### src/hw/gpio_data_pkg.sv
// Purpose: Shared constants for the port data register block.
// Assumes: Register indices are scaled by four to form AXI4-Lite byte addresses.
// Notes:   Masks mark the implemented bits of each port.
package gpio_data_pkg;
  // ==========================================================================
  // Bus geometry
  localparam int          ADDR_W       = 8;
  localparam int          DATA_W       = 32;
  localparam int          IDX_W        = 6;
  localparam logic [1:0]  RESP_OKAY    = 2'h0;
  localparam logic [1:0]  RESP_SLVERR  = 2'h2;
  localparam logic [1:0]  WORD_ALIGN   = 2'h0;
  // ==========================================================================
  // Register indices (byte address is four times the index)
  localparam logic [IDX_W-1:0] IDX_PORT0   = 6'h00;
  localparam logic [IDX_W-1:0] IDX_PORT1   = 6'h01;
  localparam logic [IDX_W-1:0] IDX_PORT2   = 6'h02;
  localparam logic [IDX_W-1:0] IDX_OE0     = 6'h03;
  localparam logic [IDX_W-1:0] IDX_OE1     = 6'h04;
  localparam logic [IDX_W-1:0] IDX_OE2     = 6'h05;
  localparam logic [IDX_W-1:0] IDX_REGCTL  = 6'h06;
  localparam logic [IDX_W-1:0] IDX_USBCTL  = 6'h07;
  localparam logic [IDX_W-1:0] IDX_USBXCVR = 6'h08;
  localparam logic [IDX_W-1:0] IDX_SPIUSE  = 6'h09;
  // ==========================================================================
  // Field layout and reset values
  localparam logic [7:0] PORT0_MASK   = 8'h9A;
  localparam logic [7:0] PORT1_MASK   = 8'hFF;
  localparam logic [7:0] PORT2_MASK   = 8'h03;
  localparam logic [7:0] SPI_MASK     = 8'h78;
  localparam logic [7:0] BYTE_RESET   = 8'h00;
  localparam int         REG_EN_BIT   = 0;
  localparam int         USB_EN_BIT   = 7;
  localparam int         FORCE_BIT    = 0;
  localparam int         REGULATOR_OUTPUT_PIN_PIN     = 2;
  localparam int         IRQ_ONE_PIN  = 3;
  localparam int         IRQ_TWO_PIN  = 4;
  localparam int         SPI_LO       = 3;
  localparam int         SPI_HI       = 6;
  localparam int         USB_DM_PIN   = 1;
  localparam int         USB_DP_PIN   = 0;
endpackage

### src/hw/gpio_port_data.sv
// Purpose: Port data registers of three GPIO ports behind an AXI4-Lite slave.
// Assumes: Pin inputs are asynchronous; SPI and USB engines run on REF_CLK.
// Notes:   Reads return synchronised pin levels, so they trail the pins by two cycles.
//
// What this block does
// - Written data bits drive output-enabled pins.
// - Reads return live pin levels, not latch.
// - Port 0 uses bits 7, 4, 3, 1.
// - Port 0 pins 4, 3 feed external interrupts.
// - Port 1 bits 6..3 are SPI or GPIO.
// - Regulator pin active only after enable bit.
// - USB off: port 1 bits 1, 0 are GPIO.
// - USB on: pins 1, 0 are D- and D+.
// - Force state: data bits drive D-/D+ directly.
// - Port 2 implements bits 1, 0 only.
// - Pin drives only when output enable set, except forced D-/D+.
//
// The AXI4-Lite interface to the registers was decided locally.
`timescale 1ns/10ps
`default_nettype none
module gpio_port_data
  import gpio_data_pkg::*;
(
  input  wire logic              REF_CLK,
  input  wire logic              RSTN,
  input  wire logic [ADDR_W-1:0] AWADDR,
  input  wire logic              AWVALID,
  output var  logic              AWREADY,
  input  wire logic [DATA_W-1:0] WDATA,
  input  wire logic [3:0]        WSTRB,
  input  wire logic              WVALID,
  output var  logic              WREADY,
  output var  logic [1:0]        BRESP,
  output var  logic              BVALID,
  input  wire logic              BREADY,
  input  wire logic [ADDR_W-1:0] ARADDR,
  input  wire logic              ARVALID,
  output var  logic              ARREADY,
  output var  logic [DATA_W-1:0] RDATA,
  output var  logic [1:0]        RRESP,
  output var  logic              RVALID,
  input  wire logic              RREADY,
  input  wire logic [7:0]        P0_IN,
  output var  logic [7:0]        P0_OUT,
  output var  logic [7:0]        P0_OE,
  input  wire logic [7:0]        P1_IN,
  output var  logic [7:0]        P1_OUT,
  output var  logic [7:0]        P1_OE,
  input  wire logic [1:0]        P2_IN,
  output var  logic [1:0]        P2_OUT,
  output var  logic [1:0]        P2_OE,
  output var  logic              EXT_IRQ_ONE,
  output var  logic              EXT_IRQ_TWO,
  input  wire logic [3:0]        SPI_OUT,
  input  wire logic [3:0]        SPI_OE,
  output var  logic [3:0]        SPI_IN,
  input  wire logic [1:0]        USB_TX,
  input  wire logic              USB_TX_OE,
  output var  logic [1:0]        USB_RX,
  output var  logic              USB_ENABLE,
  output var  logic              USB_FORCE,
  output var  logic              REGULATOR_OUTPUT_PIN_EN
);

  // ==========================================================================
  // Address decode
  // Returns {hit, index}; a hit needs word alignment and a mapped index.
  function automatic logic [IDX_W:0] decode(input logic [ADDR_W-1:0] a);
    logic [IDX_W-1:0] idx;
    idx = a[ADDR_W-1:2];
    decode = {(a[1:0] == WORD_ALIGN) && (idx <= IDX_SPIUSE), idx};
  endfunction

  // ==========================================================================
  // Pin synchronisers
  logic [7:0] p0_sync;
  logic [7:0] p1_sync;
  logic [1:0] p2_sync;

  pin_sync2 #(.W(8)) u_sync_p0 (.clk(REF_CLK), .rst_n(RSTN), .async_in(P0_IN), .sync_out(p0_sync));
  pin_sync2 #(.W(8)) u_sync_p1 (.clk(REF_CLK), .rst_n(RSTN), .async_in(P1_IN), .sync_out(p1_sync));
  pin_sync2 #(.W(2)) u_sync_p2 (.clk(REF_CLK), .rst_n(RSTN), .async_in(P2_IN), .sync_out(p2_sync));

  // ==========================================================================
  // Write channel
  // Address and data are held independently so either may arrive first.
  logic [ADDR_W-1:0] aw_addr_reg;
  logic [7:0]        w_data_reg;
  logic              w_lane_reg;
  logic              aw_full_reg;
  logic              w_full_reg;
  logic              wr_go;
  logic [IDX_W:0]    wr_dec;
  logic              wr_hit;
  logic [IDX_W-1:0]  wr_idx;

  assign wr_go  = aw_full_reg && w_full_reg && !BVALID;
  assign wr_dec = decode(aw_addr_reg);
  assign wr_hit = wr_dec[IDX_W];
  assign wr_idx = wr_dec[IDX_W-1:0];

  always_ff @(posedge REF_CLK or negedge RSTN) begin
    if (!RSTN) begin
      aw_addr_reg <= '0;
      w_data_reg  <= BYTE_RESET;
      w_lane_reg  <= 1'b0;
      aw_full_reg <= 1'b0;
      w_full_reg  <= 1'b0;
      AWREADY     <= 1'b1;
      WREADY      <= 1'b1;
      BVALID      <= 1'b0;
      BRESP       <= RESP_OKAY;
    end else begin
      if (AWVALID && AWREADY) begin
        aw_addr_reg <= AWADDR;
        aw_full_reg <= 1'b1;
        AWREADY     <= 1'b0;
      end
      if (WVALID && WREADY) begin
        w_data_reg <= WDATA[7:0];
        w_lane_reg <= WSTRB[0];
        w_full_reg <= 1'b1;
        WREADY     <= 1'b0;
      end
      if (wr_go) begin
        aw_full_reg <= 1'b0;
        w_full_reg  <= 1'b0;
        BVALID      <= 1'b1;
        BRESP       <= wr_hit ? RESP_OKAY : RESP_SLVERR;
      end else if (BVALID && BREADY) begin
        BVALID  <= 1'b0;
        AWREADY <= 1'b1;
        WREADY  <= 1'b1;
      end
    end
  end

  // A register is written only when the low byte lane is enabled.
  function automatic logic wr_sel(input logic [IDX_W-1:0] target, input logic go, input logic hit,
                                  input logic [IDX_W-1:0] idx, input logic lane);
    wr_sel = go && hit && lane && (idx == target);
  endfunction

  // ==========================================================================
  // Port data latches
  logic [7:0] p0_latch_reg;
  logic [7:0] p1_latch_reg;
  logic [7:0] p2_latch_reg;

  always_ff @(posedge REF_CLK or negedge RSTN) begin
    if (!RSTN) begin
      p0_latch_reg <= BYTE_RESET;
      p1_latch_reg <= BYTE_RESET;
      p2_latch_reg <= BYTE_RESET;
    end else begin
      if (wr_sel(IDX_PORT0, wr_go, wr_hit, wr_idx, w_lane_reg)) begin
        p0_latch_reg <= w_data_reg & PORT0_MASK;
      end
      if (wr_sel(IDX_PORT1, wr_go, wr_hit, wr_idx, w_lane_reg)) begin
        p1_latch_reg <= w_data_reg & PORT1_MASK;
      end
      if (wr_sel(IDX_PORT2, wr_go, wr_hit, wr_idx, w_lane_reg)) begin
        p2_latch_reg <= w_data_reg & PORT2_MASK;
      end
    end
  end

  // ==========================================================================
  // Output enables and shared-function controls
  logic [7:0] p0_oe_reg;
  logic [7:0] p1_oe_reg;
  logic [7:0] p2_oe_reg;
  logic [7:0] regctl_reg;
  logic [7:0] usbctl_reg;
  logic [7:0] usbxcvr_reg;
  logic [7:0] spiuse_reg;

  always_ff @(posedge REF_CLK or negedge RSTN) begin
    if (!RSTN) begin
      p0_oe_reg <= BYTE_RESET;
      p1_oe_reg <= BYTE_RESET;
      p2_oe_reg <= BYTE_RESET;
    end else begin
      if (wr_sel(IDX_OE0, wr_go, wr_hit, wr_idx, w_lane_reg)) begin
        p0_oe_reg <= w_data_reg & PORT0_MASK;
      end
      if (wr_sel(IDX_OE1, wr_go, wr_hit, wr_idx, w_lane_reg)) begin
        p1_oe_reg <= w_data_reg & PORT1_MASK;
      end
      if (wr_sel(IDX_OE2, wr_go, wr_hit, wr_idx, w_lane_reg)) begin
        p2_oe_reg <= w_data_reg & PORT2_MASK;
      end
    end
  end

  always_ff @(posedge REF_CLK or negedge RSTN) begin
    if (!RSTN) begin
      regctl_reg  <= BYTE_RESET;
      usbctl_reg  <= BYTE_RESET;
      usbxcvr_reg <= BYTE_RESET;
      spiuse_reg  <= BYTE_RESET;
    end else begin
      if (wr_sel(IDX_REGCTL, wr_go, wr_hit, wr_idx, w_lane_reg)) begin
        regctl_reg <= {7'h00, w_data_reg[REG_EN_BIT]};
      end
      if (wr_sel(IDX_USBCTL, wr_go, wr_hit, wr_idx, w_lane_reg)) begin
        usbctl_reg <= {w_data_reg[USB_EN_BIT], 7'h00};
      end
      if (wr_sel(IDX_USBXCVR, wr_go, wr_hit, wr_idx, w_lane_reg)) begin
        usbxcvr_reg <= {7'h00, w_data_reg[FORCE_BIT]};
      end
      if (wr_sel(IDX_SPIUSE, wr_go, wr_hit, wr_idx, w_lane_reg)) begin
        spiuse_reg <= w_data_reg & SPI_MASK;
      end
    end
  end

  // ==========================================================================
  // Pin multiplexing for port 1
  logic       usb_en;
  logic       usb_force;
  logic [7:0] p1_alt_out;
  logic [7:0] p1_alt_oe;
  logic [7:0] p1_alt_sel;
  logic [7:0] p1_pin_out;
  logic [7:0] p1_pin_oe;

  assign usb_en    = usbctl_reg[USB_EN_BIT];
  assign usb_force = usbxcvr_reg[FORCE_BIT];

  // The regulator owns its pin once enabled, so the GPIO driver lets go of it.
  always_comb begin
    p1_alt_out = 8'h00;
    p1_alt_oe  = 8'h00;
    p1_alt_sel = spiuse_reg & SPI_MASK;
    p1_alt_out[SPI_HI:SPI_LO] = SPI_OUT;
    p1_alt_oe[SPI_HI:SPI_LO]  = SPI_OE;
    p1_alt_sel[REGULATOR_OUTPUT_PIN_PIN]      = regctl_reg[REG_EN_BIT];
    p1_alt_sel[USB_DM_PIN]    = usb_en;
    p1_alt_sel[USB_DP_PIN]    = usb_en;
    if (usb_force) begin
      p1_alt_out[USB_DM_PIN] = p1_latch_reg[USB_DM_PIN];
      p1_alt_out[USB_DP_PIN] = p1_latch_reg[USB_DP_PIN];
      p1_alt_oe[USB_DM_PIN]  = 1'b1;
      p1_alt_oe[USB_DP_PIN]  = 1'b1;
    end else begin
      p1_alt_out[USB_DM_PIN] = USB_TX[1];
      p1_alt_out[USB_DP_PIN] = USB_TX[0];
      p1_alt_oe[USB_DM_PIN]  = USB_TX_OE;
      p1_alt_oe[USB_DP_PIN]  = USB_TX_OE;
    end
  end

  pin_select u_p1_select (
    .gpio_out (p1_latch_reg),
    .gpio_oe  (p1_oe_reg),
    .alt_out  (p1_alt_out),
    .alt_oe   (p1_alt_oe),
    .alt_sel  (p1_alt_sel),
    .pin_out  (p1_pin_out),
    .pin_oe   (p1_pin_oe)
  );

  // ==========================================================================
  // Pin and side-band outputs
  always_ff @(posedge REF_CLK or negedge RSTN) begin
    if (!RSTN) begin
      P0_OUT <= BYTE_RESET;
      P0_OE  <= BYTE_RESET;
      P1_OUT <= BYTE_RESET;
      P1_OE  <= BYTE_RESET;
      P2_OUT <= 2'h0;
      P2_OE  <= 2'h0;
    end else begin
      P0_OUT <= p0_latch_reg;
      P0_OE  <= p0_oe_reg;
      P1_OUT <= p1_pin_out;
      P1_OE  <= p1_pin_oe;
      P2_OUT <= p2_latch_reg[1:0];
      P2_OE  <= p2_oe_reg[1:0];
    end
  end

  // Interrupt and engine inputs see the synchronised pin, so a driven output also triggers them.
  always_ff @(posedge REF_CLK or negedge RSTN) begin
    if (!RSTN) begin
      EXT_IRQ_ONE <= 1'b0;
      EXT_IRQ_TWO <= 1'b0;
      SPI_IN      <= 4'h0;
      USB_RX      <= 2'h0;
      USB_ENABLE  <= 1'b0;
      USB_FORCE   <= 1'b0;
      REGULATOR_OUTPUT_PIN_EN     <= 1'b0;
    end else begin
      EXT_IRQ_ONE <= p0_sync[IRQ_ONE_PIN];
      EXT_IRQ_TWO <= p0_sync[IRQ_TWO_PIN];
      SPI_IN      <= p1_sync[SPI_HI:SPI_LO];
      USB_RX      <= {p1_sync[USB_DM_PIN], p1_sync[USB_DP_PIN]};
      USB_ENABLE  <= usb_en;
      USB_FORCE   <= usb_force;
      REGULATOR_OUTPUT_PIN_EN     <= regctl_reg[REG_EN_BIT];
    end
  end

  // ==========================================================================
  // Read channel
  logic [IDX_W:0] rd_dec;
  logic [7:0]     rd_byte;

  assign rd_dec = decode(ARADDR);

  always_comb begin
    unique case (rd_dec[IDX_W-1:0])
      IDX_PORT0:   rd_byte = p0_sync & PORT0_MASK;
      IDX_PORT1:   rd_byte = p1_sync & PORT1_MASK;
      IDX_PORT2:   rd_byte = {6'h00, p2_sync} & PORT2_MASK;
      IDX_OE0:     rd_byte = p0_oe_reg;
      IDX_OE1:     rd_byte = p1_oe_reg;
      IDX_OE2:     rd_byte = p2_oe_reg;
      IDX_REGCTL:  rd_byte = regctl_reg;
      IDX_USBCTL:  rd_byte = usbctl_reg;
      IDX_USBXCVR: rd_byte = usbxcvr_reg;
      IDX_SPIUSE:  rd_byte = spiuse_reg;
      default:     rd_byte = 8'h00;
    endcase
  end

  always_ff @(posedge REF_CLK or negedge RSTN) begin
    if (!RSTN) begin
      ARREADY <= 1'b1;
      RVALID  <= 1'b0;
      RDATA   <= '0;
      RRESP   <= RESP_OKAY;
    end else if (ARVALID && ARREADY) begin
      ARREADY <= 1'b0;
      RVALID  <= 1'b1;
      RDATA   <= rd_dec[IDX_W] ? {24'h000000, rd_byte} : '0;
      RRESP   <= rd_dec[IDX_W] ? RESP_OKAY : RESP_SLVERR;
    end else if (RVALID && RREADY) begin
      ARREADY <= 1'b1;
      RVALID  <= 1'b0;
    end
  end
endmodule // gpio_port_data
`default_nettype wire

### src/hw/pin_sync2.sv
// Purpose: Two-flop synchroniser for a group of pin levels.
// Assumes: Inputs are asynchronous to REF_CLK.
// Notes:   The first stage feeds only the second stage.
`timescale 1ns/10ps
`default_nettype none
module pin_sync2 #(
  parameter int W = 8
) (
  input  wire logic         clk,
  input  wire logic         rst_n,
  input  wire logic [W-1:0] async_in,
  output var  logic [W-1:0] sync_out
);
  logic [W-1:0] meta_reg;

  always_ff @(posedge clk or negedge rst_n) begin
    if (!rst_n) begin
      meta_reg <= '0;
      sync_out <= '0;
    end else begin
      meta_reg <= async_in;
      sync_out <= meta_reg;
    end
  end
endmodule // pin_sync2
`default_nettype wire

### src/hw/pin_select.sv
// Purpose: Chooses per pin between the port latch and an alternate function.
// Assumes: All inputs come from logic on REF_CLK.
// Notes:   Purely combinational; the caller registers the result.
`timescale 1ns/10ps
`default_nettype none
module pin_select (
  input  wire logic [7:0] gpio_out,
  input  wire logic [7:0] gpio_oe,
  input  wire logic [7:0] alt_out,
  input  wire logic [7:0] alt_oe,
  input  wire logic [7:0] alt_sel,
  output var  logic [7:0] pin_out,
  output var  logic [7:0] pin_oe
);
  always_comb begin
    pin_out = (alt_sel & alt_out) | (~alt_sel & gpio_out);
    pin_oe  = (alt_sel & alt_oe)  | (~alt_sel & gpio_oe);
  end
endmodule // pin_select
`default_nettype wire

### config.mk
export PLATFORM = sky130hd
export DESIGN_NAME = gpio_port_data
export DESIGN_NICKNAME = d
export VERILOG_FILES = /design/src/hw/gpio_data_pkg.sv /design/src/hw/gpio_port_data.sv /design/src/hw/pin_sync2.sv /design/src/hw/pin_select.sv
export SDC_FILE = /design/constraint.sdc
export NUM_CORES = 1
export LEC_CHECK = 0
export BUFFER_PORTS_ARGS = -buffer_cell sky130_fd_sc_hd__buf_2
export CAP_MARGIN = 0
export CORE_MARGIN = 4
export CORE_UTILIZATION = 45
export DETAILED_ROUTE_END_ITERATION = 8
export PLACE_DENSITY = 0.72
export SYNTH_ARGS = -nofsm -noshare
export SYNTH_HDL_FRONTEND = slang
export SYNTH_HIERARCHICAL = 1
export SYNTH_SLANG_ARGS = --single-unit
export TNS_END_PERCENT = 50
### constraint.sdc
create_clock -name REF_CLK -period 2.05 [get_ports REF_CLK]
set_clock_uncertainty 0.1 [all_clocks]
set_input_delay 0 -clock REF_CLK [delete_from_list [all_inputs] [get_ports REF_CLK]]
set_output_delay 0 -clock REF_CLK [all_outputs]
set_load 0.02 [all_outputs]
==> results.sh <==
export IMPL_status="completed"
export IMPL_rr_endpoint="regctl_reg[0]"
export IMPL_grt_pass1_vias=3441
export IMPL_diodes=0
export IMPL_ff2ff_path_depth=4
export IMPL_maxSlewHeadroom=0.581
export IMPL_area_growth_synth_to_final_pct=34.5
export IMPL_worstSkewPairLatency_ns=0.40
export IMPL_syn_cell_area_um2=5310
export IMPL_nFillCells=893
export IMPL_dieArea_um2=13600
export IMPL_io_pins=176
export IMPL_wirelength_um=11200
export IMPL_rsz0062_at_grt="true"
export IMPL_syn_area_per_cell_um2=14.5
export IMPL_cp_max_fo=4
export IMPL_grt_max_degree=71
export IMPL_power_leakage_nw=3.54
export IMPL_wl_per_cell_um=15.7
export IMPL_power_density_nw_per_um2=1040
export IMPL_portBuffers=110
export IMPL_period_share=0.986
export IMPL_grt_usage=0.171
export IMPL_dp_hpwl_um=7880
export IMPL_die_h_um=117
export IMPL_drive_above_1_share=0.411
export IMPL_placed_area_um2=5980
export IMPL_antenna_found_initial=0
export IMPL_hold_path_class="in2reg"
export IMPL_cp_start_kind="flop"
export IMPL_endpoint_kind="flop"
export IMPL_cts_buffer_depth=2
export IMPL_slew_violations=0
export IMPL_final_nets=645
export IMPL_peakVddDrop_mv=0.698
export IMPL_setup_tns_ns=0
export IMPL_antenna_left=0
export IMPL_num_vias=3411
export IMPL_hold_violations=0
export IMPL_numCtsBuffers=17
export IMPL_drcViolationCount=0
export IMPL_synth_warnings=6
export IMPL_crit_end="regctl_reg[0]"
export IMPL_startpoint="aw_addr_reg[1]"
export IMPL_htreeDepth=4
export IMPL_avgViaCountPerCell=4.78
export IMPL_grt_pass1_wl_um=17600
export IMPL_fin_area_um2=7140
export IMPL_overflow=0
export IMPL_min_delay_start="ARADDR[0]"
export IMPL_r2r_start="aw_addr_reg[1]"
export IMPL_drt_initial_drc_count=173
export IMPL_routabilityCongestion=0.835
export IMPL_fmax_mhz=495
export IMPL_cts_tree="built"
export IMPL_initial_utilization=0.463
export IMPL_fp_row_count=39
export IMPL_critPathArrivalTime_ns=2.20
export IMPL_worst_pin_slew_ns=0.629
export IMPL_clk_pin_slew_ns=0.06
export IMPL_cts_sinks=136
export IMPL_cts_root_buf="clkbuf_16"
export IMPL_dr_pass1_iters=4
export IMPL_worstSetupPathType="reg2reg"
export IMPL_period_needed_ns=2.02
export IMPL_setup_violations=0
export IMPL_cp_required_ns=2.23
export IMPL_r2r_slack_ns=0.03
export IMPL_p_total_w=0.00740
export IMPL_die_width_um=117
export IMPL_hold_worst_slack_ns=0.0381
export IMPL_drv_cap=0
export IMPL_synthCells=366
export IMPL_coreArea_um2=11500
-- routing by layer --
layer / vias up / track usage / part of all wire
met5: - / 0 / 0
met3: 7 / 0.0420 / 0.065
met1: 1688 / 0.220 / 0.41
li1: 1597 / - / -
met4: 0 / 0.0581 / 0.010
met2: 119 / 0.286 / 0.51
-- power by group --
part | switching (W) | total, W | internal, W
Combinational | 0.000557 | 0.00111 | 0.000548
Sequential | 0.000342 | 0.00340 | 0.00305
Clock | 0.00105 | 0.00290 | 0.00185
-- final cells by class --
class                      count  area [um2]  share of cell area
multi-input combinational    221        1750               0.245
clock inverter                 8        97.6              0.0137
sequential                   136        3410               0.477
clock buffer                  24         472              0.0660
timing repair buffer         175        1220               0.170
inverter                       6        22.5             0.00315
tap                          143         179              0.0250
-- placed cells by master, fill, tap and decap left out, types with 3 or more instances in the layout --
master         instances
nand3_1                3
o21ai_0               18
dfstp_2                3
nor2_4                 3
a21oi_1                3
nor2_1                 8
conb_1                40
buf_2                109
nor3_1                 4
mux2_2                56
buf_12                 3
clkbuf_1               5
clkinvlp_4             3
nand3b_1               8
inv_1                  6
clkinv_2               3
dfrtp_1              133
nor2b_1                3
mux2_4                14
mux2i_1                6
clkbuf_16             17
buf_4                  8
a2bb2oi_1              3
dlygate4sd3_1         54
nand2_1               19
-- worst max-delay path, stage by stage, from the launching register on --
cell and delay [ns]:
dfrtp_1 0.41, nor4_4 0.41, nand4b_1 0.30, nor3_1 0.31, mux2_2 0.37
-- what timing repair did --
| item | in CTS | in global routing |
|---|---|---|
| buffers inserted | 0 | 2 |
| setup endpoints to repair | 9 | 25 |
| endpoints found under the hold margin | 152 | 0 |
| gates cloned | 0 | 0 |
| gates resized for setup | 0 | 2 |
| hold buffers | 54 | 0 |
| pin swaps | 1 | 2 |
-- stage by stage --
stage,setup slack [ns],cells,utilization
after floorplan,0.186,405,-
after global placement,0.0717,625,0.522
after detailed placement,-0.00732,625,0.522
after CTS,-0.00277,711,0.619
after global routing,-0.0912,713,0.623
final,0.0283,713,0.623
-- worst min path at each step --
stage / depth (start not counted) / end
floorplan: 0 / BRESP[1]
global placement: 1 / P0_OUT[3]
detailed placement: 1 / P1_OUT[1]
CTS: 4 / RDATA[4]
global route: 5 / RDATA[1]
finish: 5 / RDATA[1]
(Power assumes the default switching activity.)
